## src/inc/sac_map.svh

```systemverilog
// timing figures and derived cycle counts for the converter host controller
`ifndef SAC_MAP_SVH
`define SAC_MAP_SVH

`define SAC_CLK_PERIOD_NS 100
`define SAC_SYNC_STAGES 2
`define SAC_RES_BITS 18

// least time rounds up, longest time rounds down, never below one cycle
`define SAC_CEIL(t) (((t) + `SAC_CLK_PERIOD_NS - 1) / `SAC_CLK_PERIOD_NS)
`define SAC_FLOOR(t) ((t) / `SAC_CLK_PERIOD_NS)
`define SAC_CYC_MIN(t) ((`SAC_CEIL(t) < 1) ? 1 : `SAC_CEIL(t))
`define SAC_CYC_MAX(t) ((`SAC_FLOOR(t) < 1) ? 1 : `SAC_FLOOR(t))

// pin timing in ns
`define SAC_T_CONV_NS 1520
`define SAC_T_ACQ_NS 400
`define SAC_T_W1_NS 40
`define SAC_T_W2_NS 20
`define SAC_T_SU1_NS 20
`define SAC_T_H1_NS 40
`define SAC_T_W5_NS 50
`define SAC_T_W6_NS 20
`define SAC_T_W7_NS 20
`define SAC_T_EN_NS 20
`define SAC_T_H2_NS 125
`define SAC_T_D5_NS 30
`define SAC_T_SU3_NS 10
`define SAC_T_PD1_NS 45

// cycle counts
`define SAC_CONV_CYC `SAC_CYC_MAX(`SAC_T_CONV_NS)
`define SAC_ACQ_CYC `SAC_CYC_MIN(`SAC_T_ACQ_NS)
`define SAC_W1_CYC `SAC_CYC_MIN(`SAC_T_W1_NS)
`define SAC_SU1_CYC `SAC_CYC_MIN(`SAC_T_SU1_NS)
`define SAC_W6_CYC `SAC_CYC_MIN(`SAC_T_W6_NS)
`define SAC_H2_CYC `SAC_CYC_MIN(`SAC_T_H2_NS)
`define SAC_D5_CYC `SAC_CYC_MIN(`SAC_T_D5_NS)
`define SAC_SU3_CYC `SAC_CYC_MIN(`SAC_T_SU3_NS)
// busy must be visible through the synchroniser before it is trusted
`define SAC_BUSY_SEEN_CYC (`SAC_CYC_MIN(`SAC_T_PD1_NS) + `SAC_SYNC_STAGES)
// strobe low covers enable time plus the data synchroniser
`define SAC_RD_LOW_CYC (`SAC_CYC_MIN(`SAC_T_EN_NS) + `SAC_SYNC_STAGES)
`define SAC_CONV_LIM (`SAC_CONV_CYC + `SAC_SYNC_STAGES)

`endif

```

## src/inc/sac_pkg.sv

```systemverilog
// types for the converter host controller
package sac_pkg;

   typedef enum logic [3:0] {
      SAC_IDLE, SAC_CS_SETUP, SAC_CONV_LO, SAC_CONV_HI, SAC_WAIT_BUSY,
      SAC_MSB_WAIT, SAC_SEL_SETUP, SAC_RD_LO, SAC_RD_HI
   } sac_state_type;

   typedef enum logic [1:0] {
      SAC_MODE_FULL, SAC_MODE_HALF, SAC_MODE_EIGHT
   } sac_mode_type;

endpackage : sac_pkg

```

## src/logic/sac_buf.sv

```systemverilog
// small valid/ready buffer holding finished conversion words
`timescale 1ns/1ps
module sac_buf #(
   parameter int WIDTH = 18,
   parameter int DEPTH = 2
) (
   // clock and reset
   input wire logic CLK,
   input wire logic NRST,
   // filling side
   input wire logic in_valid,
   output logic in_ready,
   input wire logic [WIDTH-1:0] in_data,
   // draining side
   output logic out_valid,
   input wire logic out_ready,
   output logic [WIDTH-1:0] out_data
);
   localparam int PW = (DEPTH > 1) ? $clog2(DEPTH) : 1;

   logic [WIDTH-1:0] mem_q [DEPTH];
   logic [PW-1:0] wr_ptr_q;
   logic [PW-1:0] rd_ptr_q;
   logic [PW:0] count_q;
   logic do_wr;
   logic do_rd;

   // honest full and empty from the fill count
   assign in_ready = (count_q != (PW+1)'(DEPTH));
   assign out_valid = (count_q != '0);
   assign do_wr = in_valid && in_ready;
   assign do_rd = out_valid && out_ready;
   assign out_data = mem_q[rd_ptr_q];

   // storage has no reset, only the pointers and the fill count need one
   always_ff @(posedge CLK) begin
      if (do_wr) begin
         mem_q[wr_ptr_q] <= in_data;
      end
   end

   // pointers wrap at depth
   always_ff @(posedge CLK) begin
      if (!NRST) begin
         wr_ptr_q <= '0;
         rd_ptr_q <= '0;
         count_q <= '0;
      end else begin
         if (do_wr) wr_ptr_q <= (wr_ptr_q == PW'(DEPTH-1)) ? '0 : wr_ptr_q + 1'b1;
         if (do_rd) rd_ptr_q <= (rd_ptr_q == PW'(DEPTH-1)) ? '0 : rd_ptr_q + 1'b1;
         count_q <= count_q + (PW+1)'(do_wr) - (PW+1)'(do_rd);
      end
   end
endmodule : sac_buf

```

## src/logic/sac_ctrl.sv

```systemverilog
// host controller: starts conversions, reads the result, queues the words
// Overview of operation
// - busy low at least 0.4 us before next convert-start
// - convert-start low at least 40 ns, high at least 20 ns
// - chip select low at least 20 ns before convert-start falls
// - no read, read chip select or select change within 40 ns of start
// - chip select falls no later than read strobe, rises no earlier
// - read strobe low at least 50 ns, high at least 20 ns
// - chip select high at least 20 ns before asserting again
// - msb data valid 30 ns after busy falls; first read waits that
// - last read ends at least 125 ns before next convert-start
// - width selects set 10 ns before read strobe falls, held around it
// - edges of one width select at least 50 ns apart
// - narrow select edge never trails the wide select edge
`timescale 1ns/1ps
`include "sac_map.svh"
module sac_ctrl (
   // clock and reset
   input wire logic CLK,
   input wire logic NRST,
   // user request side
   input wire logic START,
   input wire logic [1:0] MODE,
   output logic CONV_TIMEOUT,
   // result stream
   output logic RESULT_VALID,
   input wire logic RESULT_READY,
   output logic [`SAC_RES_BITS-1:0] RESULT,
   // converter pins
   output logic CONVERT_START_N,
   output logic CS_N,
   output logic RD_N,
   output logic WIDE_BUS_SELECT,
   output logic NARROW_SEL,
   input wire logic BUSY,
   input wire logic [`SAC_RES_BITS-1:0] DATA
);
   localparam int DW = `SAC_RES_BITS;
   localparam logic [4:0] SU1_C = 5'(`SAC_SU1_CYC);
   localparam logic [4:0] W1_C = 5'(`SAC_W1_CYC);
   localparam logic [4:0] SEEN_C = 5'(`SAC_BUSY_SEEN_CYC);
   localparam logic [4:0] D5_C = 5'(`SAC_D5_CYC);
   localparam logic [4:0] SU3_C = 5'(`SAC_SU3_CYC);
   localparam logic [4:0] RDL_C = 5'(`SAC_RD_LOW_CYC);
   localparam logic [4:0] W6_C = 5'(`SAC_W6_CYC);
   localparam logic [4:0] CONV_LIM_C = 5'(`SAC_CONV_LIM);
   localparam logic [3:0] ACQ_C = 4'(`SAC_ACQ_CYC);
   localparam logic [3:0] H2_C = 4'(`SAC_H2_CYC);

   sac_pkg::sac_state_type state_q, state_d;
   sac_pkg::sac_mode_type mode_q, mode_in;
   logic [4:0] cnt_q, lim;
   logic [1:0] part_q, last_part;
   logic [4:0] part_w;
   logic [DW-1:0] acc_q, acc_next;
   logic busy_m_q, busy_s_q;
   logic [DW-1:0] data_m_q, data_s_q;
   logic [3:0] busy_low_q, cs_high_q;
   logic convert_start_n_q, cs_q, rd_q, wide_q, narrow_q, tmo_q;
   logic dwell_done, acq_ok, gap_ok, push, tmo, buf_ready, wide_d, narrow_d;

   // pins from the converter cross two flops before any decision
   always_ff @(posedge CLK) begin
      if (!NRST) begin
         busy_m_q <= 1'b0;
         busy_s_q <= 1'b0;
         data_m_q <= '0;
         data_s_q <= '0;
      end else begin
         busy_m_q <= BUSY;
         busy_s_q <= busy_m_q;
         data_m_q <= DATA;
         data_s_q <= data_m_q;
      end
   end

   // dwell per state; the counter restarts on every state change
   assign lim = (state_q == sac_pkg::SAC_CS_SETUP) ? SU1_C :
                (state_q == sac_pkg::SAC_CONV_LO) ? W1_C :
                (state_q == sac_pkg::SAC_CONV_HI) ? SEEN_C :
                (state_q == sac_pkg::SAC_MSB_WAIT) ? D5_C :
                (state_q == sac_pkg::SAC_SEL_SETUP) ? SU3_C :
                (state_q == sac_pkg::SAC_RD_LO) ? RDL_C : W6_C;
   assign dwell_done = (cnt_q == lim - 5'd1);
   assign acq_ok = (busy_low_q >= ACQ_C);
   assign gap_ok = (cs_high_q >= H2_C);

   // portion width per read: device hands out successive portions msb first
   assign last_part = (mode_q == sac_pkg::SAC_MODE_EIGHT) ? 2'd2 :
                      (mode_q == sac_pkg::SAC_MODE_HALF) ? 2'd1 : 2'd0;
   assign part_w = (part_q == last_part && part_q != 2'd0) ? 5'd2 :
                   (mode_q == sac_pkg::SAC_MODE_EIGHT) ? 5'd8 :
                   (mode_q == sac_pkg::SAC_MODE_HALF) ? 5'd16 : 5'd18;
   assign acc_next = (acc_q << part_w) | (data_s_q >> (5'(DW) - part_w));

   // width selects follow the latched mode, held for the whole word
   assign wide_d = (mode_q == sac_pkg::SAC_MODE_FULL);
   assign narrow_d = (mode_q == sac_pkg::SAC_MODE_EIGHT);

   // the unused width code falls back to one full-width read, selects included
   assign mode_in = (MODE == 2'(sac_pkg::SAC_MODE_HALF)) ? sac_pkg::SAC_MODE_HALF :
                    (MODE == 2'(sac_pkg::SAC_MODE_EIGHT)) ? sac_pkg::SAC_MODE_EIGHT :
                    sac_pkg::SAC_MODE_FULL;

   // sequencer: one conversion and its reads per pass
   always_comb begin
      state_d = state_q;
      push = 1'b0;
      tmo = 1'b0;
      case (state_q)
         sac_pkg::SAC_IDLE: begin
            // no start unless the buffer can take the word
            if (START && buf_ready && acq_ok && gap_ok) state_d = sac_pkg::SAC_CS_SETUP;
         end
         sac_pkg::SAC_CS_SETUP: if (dwell_done) state_d = sac_pkg::SAC_CONV_LO;
         sac_pkg::SAC_CONV_LO: if (dwell_done) state_d = sac_pkg::SAC_CONV_HI;
         sac_pkg::SAC_CONV_HI: if (dwell_done) state_d = sac_pkg::SAC_WAIT_BUSY;
         sac_pkg::SAC_WAIT_BUSY: begin
            if (!busy_s_q) begin
               state_d = sac_pkg::SAC_MSB_WAIT;
            end else if (cnt_q == CONV_LIM_C) begin
               // a stuck busy aborts the pass instead of hanging the bus
               tmo = 1'b1;
               state_d = sac_pkg::SAC_IDLE;
            end
         end
         sac_pkg::SAC_MSB_WAIT: if (dwell_done) state_d = sac_pkg::SAC_SEL_SETUP;
         sac_pkg::SAC_SEL_SETUP: if (dwell_done) state_d = sac_pkg::SAC_RD_LO;
         sac_pkg::SAC_RD_LO: if (dwell_done) state_d = sac_pkg::SAC_RD_HI;
         sac_pkg::SAC_RD_HI: begin
            if (dwell_done) begin
               if (part_q == last_part) begin
                  push = 1'b1;
                  state_d = sac_pkg::SAC_IDLE;
               end else begin
                  state_d = sac_pkg::SAC_RD_LO;
               end
            end
         end
         default: state_d = sac_pkg::SAC_IDLE;
      endcase
   end

   // state, counters and word assembly
   always_ff @(posedge CLK) begin
      if (!NRST) begin
         state_q <= sac_pkg::SAC_IDLE;
         cnt_q <= '0;
         part_q <= '0;
         mode_q <= sac_pkg::SAC_MODE_FULL;
         acc_q <= '0;
      end else begin
         state_q <= state_d;
         cnt_q <= (state_d != state_q) ? 5'd0 : cnt_q + 5'd1;
         if (state_q == sac_pkg::SAC_IDLE) begin
            part_q <= '0;
            mode_q <= mode_in;
         end else if (state_q == sac_pkg::SAC_RD_HI && state_d == sac_pkg::SAC_RD_LO) begin
            part_q <= part_q + 2'd1;
         end
         if (state_q == sac_pkg::SAC_RD_LO && dwell_done) acc_q <= acc_next;
      end
   end

   // time since busy fell and since chip select rose, saturating
   always_ff @(posedge CLK) begin
      if (!NRST) begin
         busy_low_q <= 4'hF;
         cs_high_q <= 4'hF;
      end else begin
         busy_low_q <= busy_s_q ? 4'h0 : ((busy_low_q == 4'hF) ? busy_low_q : busy_low_q + 4'h1);
         cs_high_q <= !cs_q ? 4'h0 : ((cs_high_q == 4'hF) ? cs_high_q : cs_high_q + 4'h1);
      end
   end

   // pin drivers are registered copies of the next state
   always_ff @(posedge CLK) begin
      if (!NRST) begin
         convert_start_n_q <= 1'b1;
         cs_q <= 1'b1;
         rd_q <= 1'b1;
         wide_q <= 1'b1;
         narrow_q <= 1'b0;
         tmo_q <= 1'b0;
      end else begin
         convert_start_n_q <= (state_d != sac_pkg::SAC_CONV_LO);
         cs_q <= (state_d == sac_pkg::SAC_IDLE);
         rd_q <= (state_d != sac_pkg::SAC_RD_LO);
         tmo_q <= tmo;
         // selects move only ahead of the first read of a word
         if (state_d == sac_pkg::SAC_SEL_SETUP && part_q == 2'd0) begin
            wide_q <= wide_d;
            narrow_q <= narrow_d;
         end
      end
   end

   assign CONVERT_START_N = convert_start_n_q;
   assign CS_N = cs_q;
   assign RD_N = rd_q;
   assign WIDE_BUS_SELECT = wide_q;
   assign NARROW_SEL = narrow_q;
   assign CONV_TIMEOUT = tmo_q;

   // two words of slack so a stalled receiver loses nothing
   sac_buf #(.WIDTH(DW), .DEPTH(2)) u_buf (
      .CLK(CLK),
      .NRST(NRST),
      .in_valid(push),
      .in_ready(buf_ready),
      .in_data(acc_q),
      .out_valid(RESULT_VALID),
      .out_ready(RESULT_READY),
      .out_data(RESULT)
   );
endmodule : sac_ctrl

```

## config.mk

```make
export PLATFORM = sky130hd
export DESIGN_NAME = sac_ctrl
export DESIGN_NICKNAME = d
export VERILOG_FILES = /design/src/inc/sac_pkg.sv /design/src/logic/sac_buf.sv /design/src/logic/sac_ctrl.sv
export VERILOG_INCLUDE_DIRS = /design/src /design/src/inc
export SDC_FILE = /design/constraint.sdc
export NUM_CORES = 1
export LEC_CHECK = 0
export BUFFER_PORTS_ARGS = -buffer_cell sky130_fd_sc_hd__buf_4
export CAP_MARGIN = 25
export CORE_ASPECT_RATIO = 0.8
export CORE_UTILIZATION = 45
export CTS_BUF_LIST = sky130_fd_sc_hd__clkbuf_4
export DETAILED_ROUTE_END_ITERATION = 10
export GPL_ROUTABILITY_DRIVEN = 0
export PLACE_DENSITY = 0.64
export SLEW_MARGIN = 25
export SYNTH_ARGS = -nofsm -noshare
export SYNTH_HDL_FRONTEND = slang
export SYNTH_SLANG_ARGS = --single-unit
```

## constraint.sdc

```tcl
create_clock -name CLK -period 2.76 [get_ports CLK]
set_input_delay 0.414 -clock CLK [delete_from_list [all_inputs] [get_ports CLK]]
set_output_delay 0.414 -clock CLK [all_outputs]
set_load 0.01 [all_outputs]
```

; Word level (Yosys, flattened, before mapping)
; Memories as Yosys holds them, arrays and structs flattened. A register that Yosys moved wholly into a read port is not among the register bits.
; Cells that the tools add are included.
[word_totals]
reg_bits = 87
ramBits = 36
in_bits = 25
output_inout_bits = 25
elab_cells = 119
n_memories = 1
[op_classes]
n_addsub = 10
n_lt_le_gt_ge = 2
eq_ne = 25
n_shift = 2
mux = 39
n_bitwise = 2
reduce_logical = 18
[memory_table]
columns = memory, depth, width, read_ports, rd_clocked_by_memory_dff, wr, line_no
row1 = u_buf.mem_q, 2, 18, 1, 1, 1, sac_buf.sv:21  ; logic [WIDTH-1:0] mem_q [DEPTH];
[ops]
columns = op, count
row1 = $mux W4, 14
row2 = $pmux W4 S9, 1
row3 = $eq A4 B3 Y1 const B, 6
row4 = $mux W2, 10
row5 = $or A18 B18 Y18, 1
row6 = $shl A18 B5 Y18, 1
row7 = $shr A18 B5 Y18, 1
row8 = $eq A4 B4 Y1 const B, 3
row9 = $mux W1, 11
row10 = $mux W5, 2
row11 = $logic_and A1 B1 Y1, 9
row12 = $add A4 B1 Y4 const B, 2
row13 = $eq A4 B2 Y1 const B, 2
row14 = $logic_not A4 Y1, 2
row15 = $ne A2 B2 Y1 const B, 3
row16 = $add A5 B1 Y5 const B, 1
row17 = $eq A5 B5 Y1, 1
row18 = $eq A5 B5 Y1 const B, 1
row19 = $sub A5 B5 Y5 const A, 1
row20 = $eq A2 B1 Y1 const B, 2
row21 = $eq A2 B2 Y1 const B, 2
row22 = $eq A4 B1 Y1 const B, 1
row23 = $ge A4 B2 Y1 const B, 1
row24 = $ge A4 B3 Y1 const B, 1
row25 = other kinds (15), 19

; Depth between registers and ports, before layout
; Gate-level depths: netlist of the first run.
[logic_depth]
word_depth = 14
ltp_mapped = 9

; By module
; Synthesis of the first run repeated with hierarchy kept, for this count alone.
[hier_totals]
cells_unflattened = 482
hier_area_um2 = 5361.4
[by_module_without_submodules]
columns = mod, instances, cells_per_inst, area_each_um2
row1 = sac_ctrl, 1, 397, 3798.6
row2 = sac_buf, 1, 85, 1562.7

; Worst setup path after synthesis of the first run
; OpenSTA, ideal clock, no wires.
[synth_timing]
kind = register -> register
startpoint = register cnt_q[0]
endpoint = memory u_buf.mem_q[0][0] (enable)
t_arrival_ns = 2.431
required_time_ns = 2.364
path_slack_ns = -0.067
path_stages_with_launch = 6
synth_period_minus_slack_ns = 2.827
path_cell_list = dfxtp_1 -> nor4_1 -> o31a_1 -> and2_1 -> nor4b_2 -> nor2b_1
[synth_via]
elab_chain_len = 6
[synth_lines]
columns = element, line_no
row1 = start: declaration, sac_ctrl.sv:52  ; logic [4:0] cnt_q, lim;
row2 = start signal: assignment, sac_ctrl.sv:154  ; cnt_q <= (state_d != state_q) ? 5'd0 : cnt_q + 5'd1;
row3 = $eq A5 B5 Y1, sac_ctrl.sv:84  ; assign dwell_done = (cnt_q == lim - 5'd1);
row4 = $mux W1, sac_ctrl.sv:131  ; if (dwell_done) begin
row5 = $mux W1, sac_ctrl.sv:110  ; case (state_q)
row6 = $logic_and A1 B1 Y1, sac_buf.sv:31  ; assign do_wr = in_valid && in_ready;
row7 = via u_buf.do_wr, sac_buf.sv:25  ; logic do_wr;
row8 = $mux W1, sac_buf.sv:37  ; if (do_wr) begin
row9 = $mux W1 (not written as such), sac_buf.sv:38  ; mem_q[wr_ptr_q] <= in_data;
row10 = end: declaration, sac_buf.sv:21
; The timed path passes the listed nets, and every way through them passes these cells.

; Worst setup path in the final report of the first run
[layout_timing]
startpoint = register state_q[0]
endpoint = register convert_start_n_q, in the netlist CONVERT_START_N
[layout_via]
elab_chain_len = 12
elab_cells_between_ends = 29
classes_between = add/sub (1) / eq/ne (10) / mux (17) / reduce/logical (1)
[layout_lines]
columns = element, line_no
row1 = start: declaration, sac_ctrl.sv:50  ; sac_pkg::sac_state_type state_q, state_d;
row2 = start signal: assignment, sac_ctrl.sv:147  ; state_q <= sac_pkg::SAC_IDLE;
row3 = start signal: assignment, sac_ctrl.sv:153  ; state_q <= state_d;
row4 = $eq A4 B3 Y1, "sac_ctrl.sv:83, sac_ctrl.sv:110"
row5 = $mux W2, sac_ctrl.sv:83  ; (state_q == sac_pkg::SAC_RD_LO) ? RDL_C : W6_C;
row6 = $mux W2, sac_ctrl.sv:82  ; (state_q == sac_pkg::SAC_SEL_SETUP) ? SU3_C :
row7 = $mux W2, sac_ctrl.sv:81  ; (state_q == sac_pkg::SAC_MSB_WAIT) ? D5_C :
row8 = $mux W2, sac_ctrl.sv:80  ; (state_q == sac_pkg::SAC_CONV_HI) ? SEEN_C :
row9 = $mux W2, sac_ctrl.sv:79  ; (state_q == sac_pkg::SAC_CONV_LO) ? W1_C :
row10 = $mux W2, sac_ctrl.sv:78  ; assign lim = (state_q == sac_pkg::SAC_CS_SETUP) ? SU1_C :
row11 = $sub A2 B1 Y3, sac_ctrl.sv:84
row12 = $eq A5 B5 Y1, sac_ctrl.sv:84
row13 = "$mux W4, or another cell as far along", sac_ctrl.sv:131
row14 = $pmux W4 S9 *, sac_ctrl.sv:110
row15 = $ne A4 B2 Y1 *, sac_ctrl.sv:186  ; convert_start_n_q <= (state_d != sac_pkg::SAC_CONV_LO);
row16 = end signal: assignment, sac_ctrl.sv:186
row17 = end: declaration, sac_ctrl.sv:59  ; logic convert_start_n_q, cs_q, rd_q, wide_q, narrow_q, tmo_q;
; Every way passes the cells marked *; elsewhere a longest branch is shown, timed or not.
; A chain may end at the register's enable or synchronous reset.

==> impl_metrics.yaml, run 1 <==
timing:
  hold-worst-slack_ns: 0.1080
  worst_pin_slew_ns: 0.7906
  setup_viol: 0
  slew-limit-headroom_pct: 47.22
  clock.fmax_mhz: 416.2
  finalHoldViolations: 0
  period_share_pct: 87.04
  rsz0062_at_grt: "false"
  finClkSkew_ns: 0.01571
  tns_ns: 0
  finalMaxSlewViolations: 0
  period_minus_slack_ns: 2.402
  fin_ws_ns: 0.3576
logic_synthesis:
  yosysWarnings: 0
  synth_area_per_cell_um2: 11.08
  synth.most_common_cell: "dfxtp_1"
  synthCells: 479
  syn_nets: 515
  synth_edf_count: 36
  yosys-top-cells-count: "dfxtp_1, and2_1, nand2_1"
  synth_cell_types: 54
  synth_area_mm2: 0.005306
  synth-main-ff-cell: "dfxtp_1"
  synth_top_area_cell: "dfxtp_1"
  ys_ff_latch: 124
  async_flop_share_pct: 0
  netlist.area_leader.share_pct: 33.20
  seq_area_frac_synth_pct: 53.57
  synthTopCellsByArea: "dfxtp_1, edfxtp_1, and2_1, mux2_2, mux2i_1"
final_layout:
  fin_cells: 691
  nets: 566
  regArea_mm2: 0.002843
  num_antenna_cells: 0
  drive_gt1_share_pct: 24.49
  n_fill_cell: 1033
  multi_input_area_mm2: 0.002317
  syn_to_final_growth_pct: 16.48
die:
  dieArea_mm2: 0.01223
  die_y_um: 99.13
  die_x_um: 123.4
  core_area_mm2: 0.01152
  rows: 35
  start_util_pct: 46.07
  ios: 50
place:
  port_buffers: 49
  dp_hpwl_mm: 6.815
  placed_cells: 659
  dp_slack_ns: 0.3623
clock_network:
  cts.sinks: 124
  clk_pin_slew_ns: 0.10
  insertion_delay_ns: 0.51
  root_buffer: "clkbuf_4"
  holdBufCountCts: 0
  cts_buffer_depth: 2
  cts_max_level: 4
  cts_buffers: 17
  ctsResizeCount: 0
  cts_tree: "done"
  post_cts_buffers: 0
power:
  p_per_area_mw_per_mm2: 673.2
  power_leakage_uw: 0.002603
  ir_drop_mv: 0.4311
critical_path:
  end_kind: "register"
  critPathLaunchType: "register"
  reg2reg_from: "state_q[0]"
  r2r_setup_slack_ns: 0.36
  r2r_end: "CONVERT_START_N"
  max_stage_delay_ns: 0.70
  critPathMaxFanout: 11
  critPathArrivalTime_ns: 2.79
  crit_required_ns: 3.15
  worstPathCellList: "or4b_1 -> a21oi_2 -> o22ai_1 -> a21oi_1 -> nand2_1 -> or4_1"
  path_class: "reg -> reg"
  reg2reg_depth: 6
  slowest_stage: "or4b_1"
detailed_routing:
  wl_mm: 9.824
  avgViaCountPerCell: 5.161
  antenna_left: 0
  wl_met3_um: 514
  firstDrtPassIters: 8
  routedLengthMet1_mm: 5.021
  drc: 1
  met2WireLength_mm: 4.247
  drt-initial-drc-count: 193
  top_layer_used: "met4"
  wl_per_cell_um: 14.22
  num_vias: 3566
global_route:
  grt_antenna_before_repair: 0
  gr-usage-all-layers_pct: 17.71
  overflow: 0
  grt_pass1_wl_mm: 16.35
  grt_max_degree: 67
  grt_pass1_vias: 3334
outcome:
  violations: "design-rule violations"
  status: "finished, violations left"
hold_path:
  min_to: "busy_m_q"
  hold_class: "in -> reg"
  min-delay-start: "BUSY"
  hold_depth: 2
job:
  cap_viol_max_count: 0
## power by group
group,internal [uW],switching (uW)
logic,345,346
registers,1970,118
clock network,746,640
total,3060,1100
## cell families (layout without fill, tap and decap cells)
group           Yosys count  count (layout)  share of synthesized area, %
buf+inv                  39             103                         2.853
simple gates            150             150                         15.56
flops                   124             124                         53.57
compound gates           86              86                         10.75
xor+xnor                 14              14                         2.311
fa+ha+maj                11              11                         2.594
mux                      55              55                         12.36
## worst max-delay path by stage
stage                     slack (ns)       start                 to
after global placement          0.43  state_q[0]    CONVERT_START_N
final                           0.36  state_q[0]    CONVERT_START_N
after CTS                       0.32    register         RESULT[16]
after global routing            0.11  state_q[0]   u_buf.count_q[1]
after detailed placement        0.36   mode_q[0]           cnt_q[0]
after floorplan                 0.26    cnt_q[0]  u_buf.mem_q[0][0]
## final cells by class
type	instances	share of cell area (%)
repair buffers	59	7.571
flip-flops and latches	124	45.99
multi-input cells	316	37.49
clock buffers	20	2.429
inverters	12	0.7287
clock inverters	12	2.794
well taps	148	2.996
## critical path: cells and delay by family, from the launching register on
| kind | cells | cell delay, ns |
|---|---|---|
| flip-flops | 1 | 0.43 |
| AO/OA/AOI/OAI | 3 | 0.57 |
| AND/OR/NAND/NOR | 3 | 1.30 |
## metal layers
layer / vias up / track usage [%]
met5: - / 0
met2: 83 / 25.87
met3: 7 / 5.562
met4: 0 / 6.395
li1: 1815 / -
met1: 1661 / 24.63
## stage by stage
step | total power (uW) | cell area [um^2] | util, %
2_1_floorplan | 2633 | 5309 | -
3_5_place_dp | 2817 | 5858 | 50.86
5_1_grt | 4399 | 6181 | 53.67
6_report | 4161 | 6181 | 53.67
4_1_cts | 4218 | 6181 | 53.67
3_3_place_gp | 2790 | 5858 | 50.86
## cell usage in the layout (no fill, tap or decap), types with 4 or more instances in the layout
master      n
edfxtp_1   36
o211a_1     9
nand2_1    45
nor2_1     16
nand3_1     8
nor3b_1     4
xnor2_1    10
a31oi_1    10
mux4_2      6
and2_1     45
mux2_2     24
ha_1       11
xor2_1      4
o21ai_1     8
clkbuf_4   20
nor2b_1    10
buf_4      57
a21oi_1    14
bufinv_16   4
inv_1      12
o211ai_1    4
mux2i_1    25
dfxtp_1    88
o21ai_0    24
## sequential cells by signal, summed over array words and instances (netlist names), 4 cells and up, named ones only
name	flops
u_buf.mem_q	36
acc_q	18
data_m_q	18
data_s_q	18
cnt_q	5
busy_low_q	4
cs_high_q	4
state_q	4
No activity file was read; power rests on OpenSTA's default activity.
==> inputs of run 2 (changes only) <==
==> constraint.sdc (replaced) <==
create_clock -name CLK -period 2.76 [get_ports CLK]
set_input_delay 0.276 -clock CLK [delete_from_list [all_inputs] [get_ports CLK]]
set_output_delay 0.276 -clock CLK [all_outputs]
set_load 0.01 [all_outputs]
==> run 2 against run 1 <==
  * The run still ends with design-rule violations left
  * Sequential power about the same
  * Routed wire length up 5.8%
  * Highest routed layer unchanged
  * Via count up 4.7%
  * Largest cell class unchanged
  * Critical endpoint is now u_buf.mem_q[0][5]
  * Cell count up 2.7%
  * Utilization up 1.9 points
  * Power up 4.2%
  * Critical path depth unchanged
  * Die area unchanged
  * Count of clock-buffer cells in the layout down 2
==> impl_metrics.yaml, run 2 (synthesized netlist as in run 1, its figures left out) <==
critical_path:
  critPathMaxFanout: 19
  reg2reg_from: "state_q[1]"
  critPathArrivalTime_ns: 2.67
  reg2reg_depth: 6
  path_class: "reg -> reg"
  critPathLaunchType: "register"
  end_kind: "register"
  crit_path_start: "state_q[1]"
  r2r_setup_slack_ns: 0.31
  crit_required_ns: 2.99
  cp-endpoint: "u_buf.mem_q[0][5]"
  r2r_end: "u_buf.mem_q[0][5]"
power:
  ir_drop_mv: 0.4474
  p_per_area_mw_per_mm2: 677.7
  power_leakage_uw: 0.002684
global_route:
  gr-usage-all-layers_pct: 18.38
  grt_pass1_wl_mm: 17.33
  overflow: 0
  grt_antenna_before_repair: 0
  grt_pass1_vias: 3528
  grt_max_degree: 57
detailed_routing:
  firstDrtPassIters: 8
  num_vias: 3732
  drt-initial-drc-count: 296
  avgViaCountPerCell: 5.256
  drc: 1
  wl_mm: 10.40
  wl_per_cell_um: 14.64
  antenna_left: 0
clock_network:
  clk_pin_slew_ns: 0.11
  cts.sinks: 124
  insertion_delay_ns: 0.52
  cts_tree: "done"
  root_buffer: "clkbuf_4"
  cts_buffer_depth: 2
  cts_buffers: 17
  cts_max_level: 4
final_layout:
  largest_reg_flops: 36
  fin_cells: 710
  drive_gt1_share_pct: 23.84
  final_common_cell: "dfxtp_1"
  top_register: "u_buf.mem_q"
  num_antenna_cells: 0
  nets: 585
  syn_to_final_growth_pct: 20.61
  final_cell_mix: "dfxtp_1, buf_4, nand2_1, and2_1, edfxtp_1"
outcome:
  violations: "design-rule violations"
  status: "finished, violations left"
timing:
  finalHoldViolations: 0
  period_share_pct: 88.69
  worst_pin_slew_ns: 0.8228
  slew-limit-headroom_pct: 45.07
  finalMaxSlewViolations: 0
  rsz0062_at_grt: "false"
  clock.fmax_mhz: 408.5
  finClkSkew_ns: 0.02009
  tns_ns: 0
  period_minus_slack_ns: 2.448
  setup_viol: 0
hold_path:
  min-delay-start: "MODE[0]"
  hold_class: "in -> reg"
die:
  dieArea_mm2: 0.01223
  die_y_um: 99.13
  core_area_mm2: 0.01152
  ios: 50
  start_util_pct: 46.07
  rows: 35
  die_x_um: 123.4
place:
  dp_hpwl_mm: 6.887
  port_buffers: 49
  placed_cells: 659
job:
  cap_viol_max_count: 0
-- run 2: layout make-up --
class                      instances  area (um^2)
timing repair buffer              78        658.1
inverter                          12        45.04
clock inverter                    14        216.5
sequential                       124         2843
multi-input combinational        316         2317
fill                             987         5117
tap                              148        185.2
clock buffer                      18        135.1
-- run 2: repair_timing --
item                                    in CTS  in global routing
gates resized for setup                      0                  0
endpoints found under the setup margin       0                  0
hold buffers                                19                  0
setup buffers                                0                  0
hold endpoints to repair                    19                  0
-- run 2: metrics by stage --
step	setup WS (ns)	area, um^2	total power (uW)	hold slack (ns)	util (%)
after floorplan	0.2613	5309	2633	0.3828	-
after global placement	0.4168	5858	2789	0.4150	50.86
after detailed placement	0.3605	5858	2829	0.4199	50.86
after CTS	0.3359	6400	4376	0.02985	55.57
after global routing	0.1353	6400	4562	0.04684	55.57
final	0.3122	6400	4338	0.07198	55.57
-- run 2: critical path, cell delays in order (launching register included) --
cell and delay, ns:
dfxtp_1 0.57, nand2_1 0.20, o21ai_0 0.29, and2_1 0.27, nor4b_2 0.38, nor2b_2 0.26
buf_12 0.18
-- run 2: where the power goes --
part / total [uW] / internal [uW] / switching, uW
registers: 2090 / 1970 / 122
clock network: 1530 / 825 / 702
logic: 723 / 365 / 358
total: 4340 / 3150 / 1180
-- run 2: worst min path at each step --
stage	depth (start not counted)	to
3_3_place_gp	1	busy_s_q
2_1_floorplan	2	state_q[1]
5_1_grt	4	mode_q[0]
3_5_place_dp	1	data_s_q[17]
4_1_cts	4	mode_q[1]
6_report	4	mode_q[1]
-- run 2: routing by layer --
layer	track usage [%]	vias to the layer above	part of all wire [%]
li1	-	1848	-
met1	26.21	1789	52
met2	27.07	85	43
met3	4.759	10	4.4
met4	6.117	0	0.87
met5	0	-	0
==> inputs of run 3 (changes only) <==
==> constraint.sdc (replaced) <==
create_clock -name CLK -period 2 [get_ports CLK]
set_input_delay 0.2 -clock CLK [delete_from_list [all_inputs] [get_ports CLK]]
set_output_delay 0.2 -clock CLK [all_outputs]
set_load 0.01 [all_outputs]
==> run 3 against run 2 <==
  * The run ends with negative setup slack left
  * Critical path depth shrank 1
  * Die area is the same
  * Clock power up 37%
  * First-iteration DRC count fell by 35%
  * Global-route usage increased by 1.9 points
  * Worst setup slack worse by 0.56 ns
  * Flip-flop and latch count is the same
  * Utilization rose by 8.4 points
  * Critical path type unchanged
  * Critical endpoint is now CONVERT_START_N
  * Highest routed layer unchanged
==> impl_metrics.yaml, run 3 (synthesized netlist as in run 1, its figures left out) <==
timing:
  setup_viol: 68
  finalHoldViolations: 0
  period_share_pct: 112.6
  rsz0062_at_grt: "true"
  finClkSkew_ns: 0.01417
  clock.fmax_mhz: 444.0
  fin_ws_ns: -0.2521
  tns_ns: -9.504
  period_minus_slack_ns: 2.252
  worst_pin_slew_ns: 0.4237
  slew-limit-headroom_pct: 71.76
  finalMaxSlewViolations: 0
die:
  die_y_um: 99.13
  ios: 50
  dieArea_mm2: 0.01223
  die_x_um: 123.4
  start_util_pct: 46.07
  core_area_mm2: 0.01152
  rows: 35
clock_network:
  root_buffer: "clkbuf_4"
  clk_pin_slew_ns: 0.11
  cts_buffers: 17
  cts_max_level: 4
  insertion_delay_ns: 0.52
  cts_buffer_depth: 2
  cts_tree: "done"
  cts.sinks: 124
final_layout:
  drive_gt1_share_pct: 38.81
  top_register: "u_buf.mem_q"
  stdcell_area_mm2: 0.007365
  syn_to_final_growth_pct: 38.79
  n_fill_cell: 928
  final_cell_mix: "buf_4, dfxtp_1, and2_1, nand2_1, edfxtp_1"
  largest_reg_flops: 36
  nets: 644
  num_antenna_cells: 0
  final_common_cell: "buf_4"
  fin_cells: 769
detailed_routing:
  num_vias: 4015
  wl_mm: 12.08
  firstDrtPassIters: 5
  drc: 0
  wl_per_cell_um: 15.70
  drt-initial-drc-count: 192
  avgViaCountPerCell: 5.221
  antenna_left: 0
global_route:
  grt_pass1_wl_mm: 18.86
  overflow: 0
  gr-usage-all-layers_pct: 20.26
  grt_antenna_before_repair: 0
  grt_max_degree: 48
  grt_pass1_vias: 3802
critical_path:
  crit_path_start: "cnt_q[2]"
  crit_required_ns: 2.40
  reg2reg_from: "cnt_q[2]"
  end_kind: "register"
  critPathMaxFanout: 4
  critPathArrivalTime_ns: 2.65
  critPathLaunchType: "register"
  path_class: "reg -> reg"
outcome:
  status: "finished, violations left"
  violations: "negative setup slack"
hold_path:
  hold_class: "in -> reg"
  min-delay-start: "RESULT_READY"
place:
  dp_hpwl_mm: 7.366
  port_buffers: 49
  dpl_cell_area_mm2: 0.006223
  placed_cells: 695
power:
  p_per_area_mw_per_mm2: 861.7
  power_leakage_uw: 0.003106
  ir_drop_mv: 0.6851
job:
  cap_viol_max_count: 0
## run 3: routing by layer
metal	vias to the layer above	GRT usage, %	routed length, um
li1	1974	-	-
met1	1910	28.66	5927
met2	122	29.91	5448
met3	9	5.103	606
met4	0	7.414	95
met5	-	0	0
## run 3: what timing repair did
item | in CTS | in global routing
setup buffers | 11 | 3
gates cloned | 2 | 6
hold endpoints to repair | 24 | 0
resized for setup | 23 | 47
hold buffers | 22 | 0
pin swaps | 11 | 4
setup endpoints to repair | 68 | 71
## run 3: power breakdown
part           leakage, uW  switching, uW  internal (uW)  total, uW
combinational      0.00178            683            736       1420
sequential         0.00114            119           2710       2830
clock             0.000183            957           1140       2100
total              0.00311           1760           4590       6350
## run 3: stage by stage
step                      hold WS (ns)  setup WS (ns)  total power, uW  util, %
after CTS                       0.1400        -0.2126             6261    61.04
after global placement          0.4104        -0.1933             4011    54.04
after global routing            0.1655        -0.3324             6693    63.94
after floorplan                 0.3045        -0.1624             3665        -
after detailed placement        0.4109        -0.2397             4052    54.04
final                           0.1899        -0.2521             6346    63.94
## run 3: critical path, cell delays in order, from the launching register on
cell	delay, ns
dfxtp_2	0.34
or4_4	0.59
or3_4	0.41
mux2i_1	0.21
o2bb2ai_2	0.10
or4_1	0.49
## run 3: final timing paths
kind,cells after the start,to,slack (ns)
worst max-delay path,5,CONVERT_START_N,-0.25
worst min-delay path,4,register,0.19
worst min register to register,1,data_s_q[6],0.43
worst max register to register,5,CONVERT_START_N,-0.25
## run 3: layout make-up
class                   instances  area, um^2  share of cell area (%)
flip-flops and latches        124        2850                   38.70
multi-input cells             316        2631                   35.73
repair buffers                137        1299                   17.64
clock inverters                14       219.0                   2.973
well taps                     148       185.2                   2.514
clock buffers                  18       135.1                   1.835
inverters                      12       45.04                  0.6116
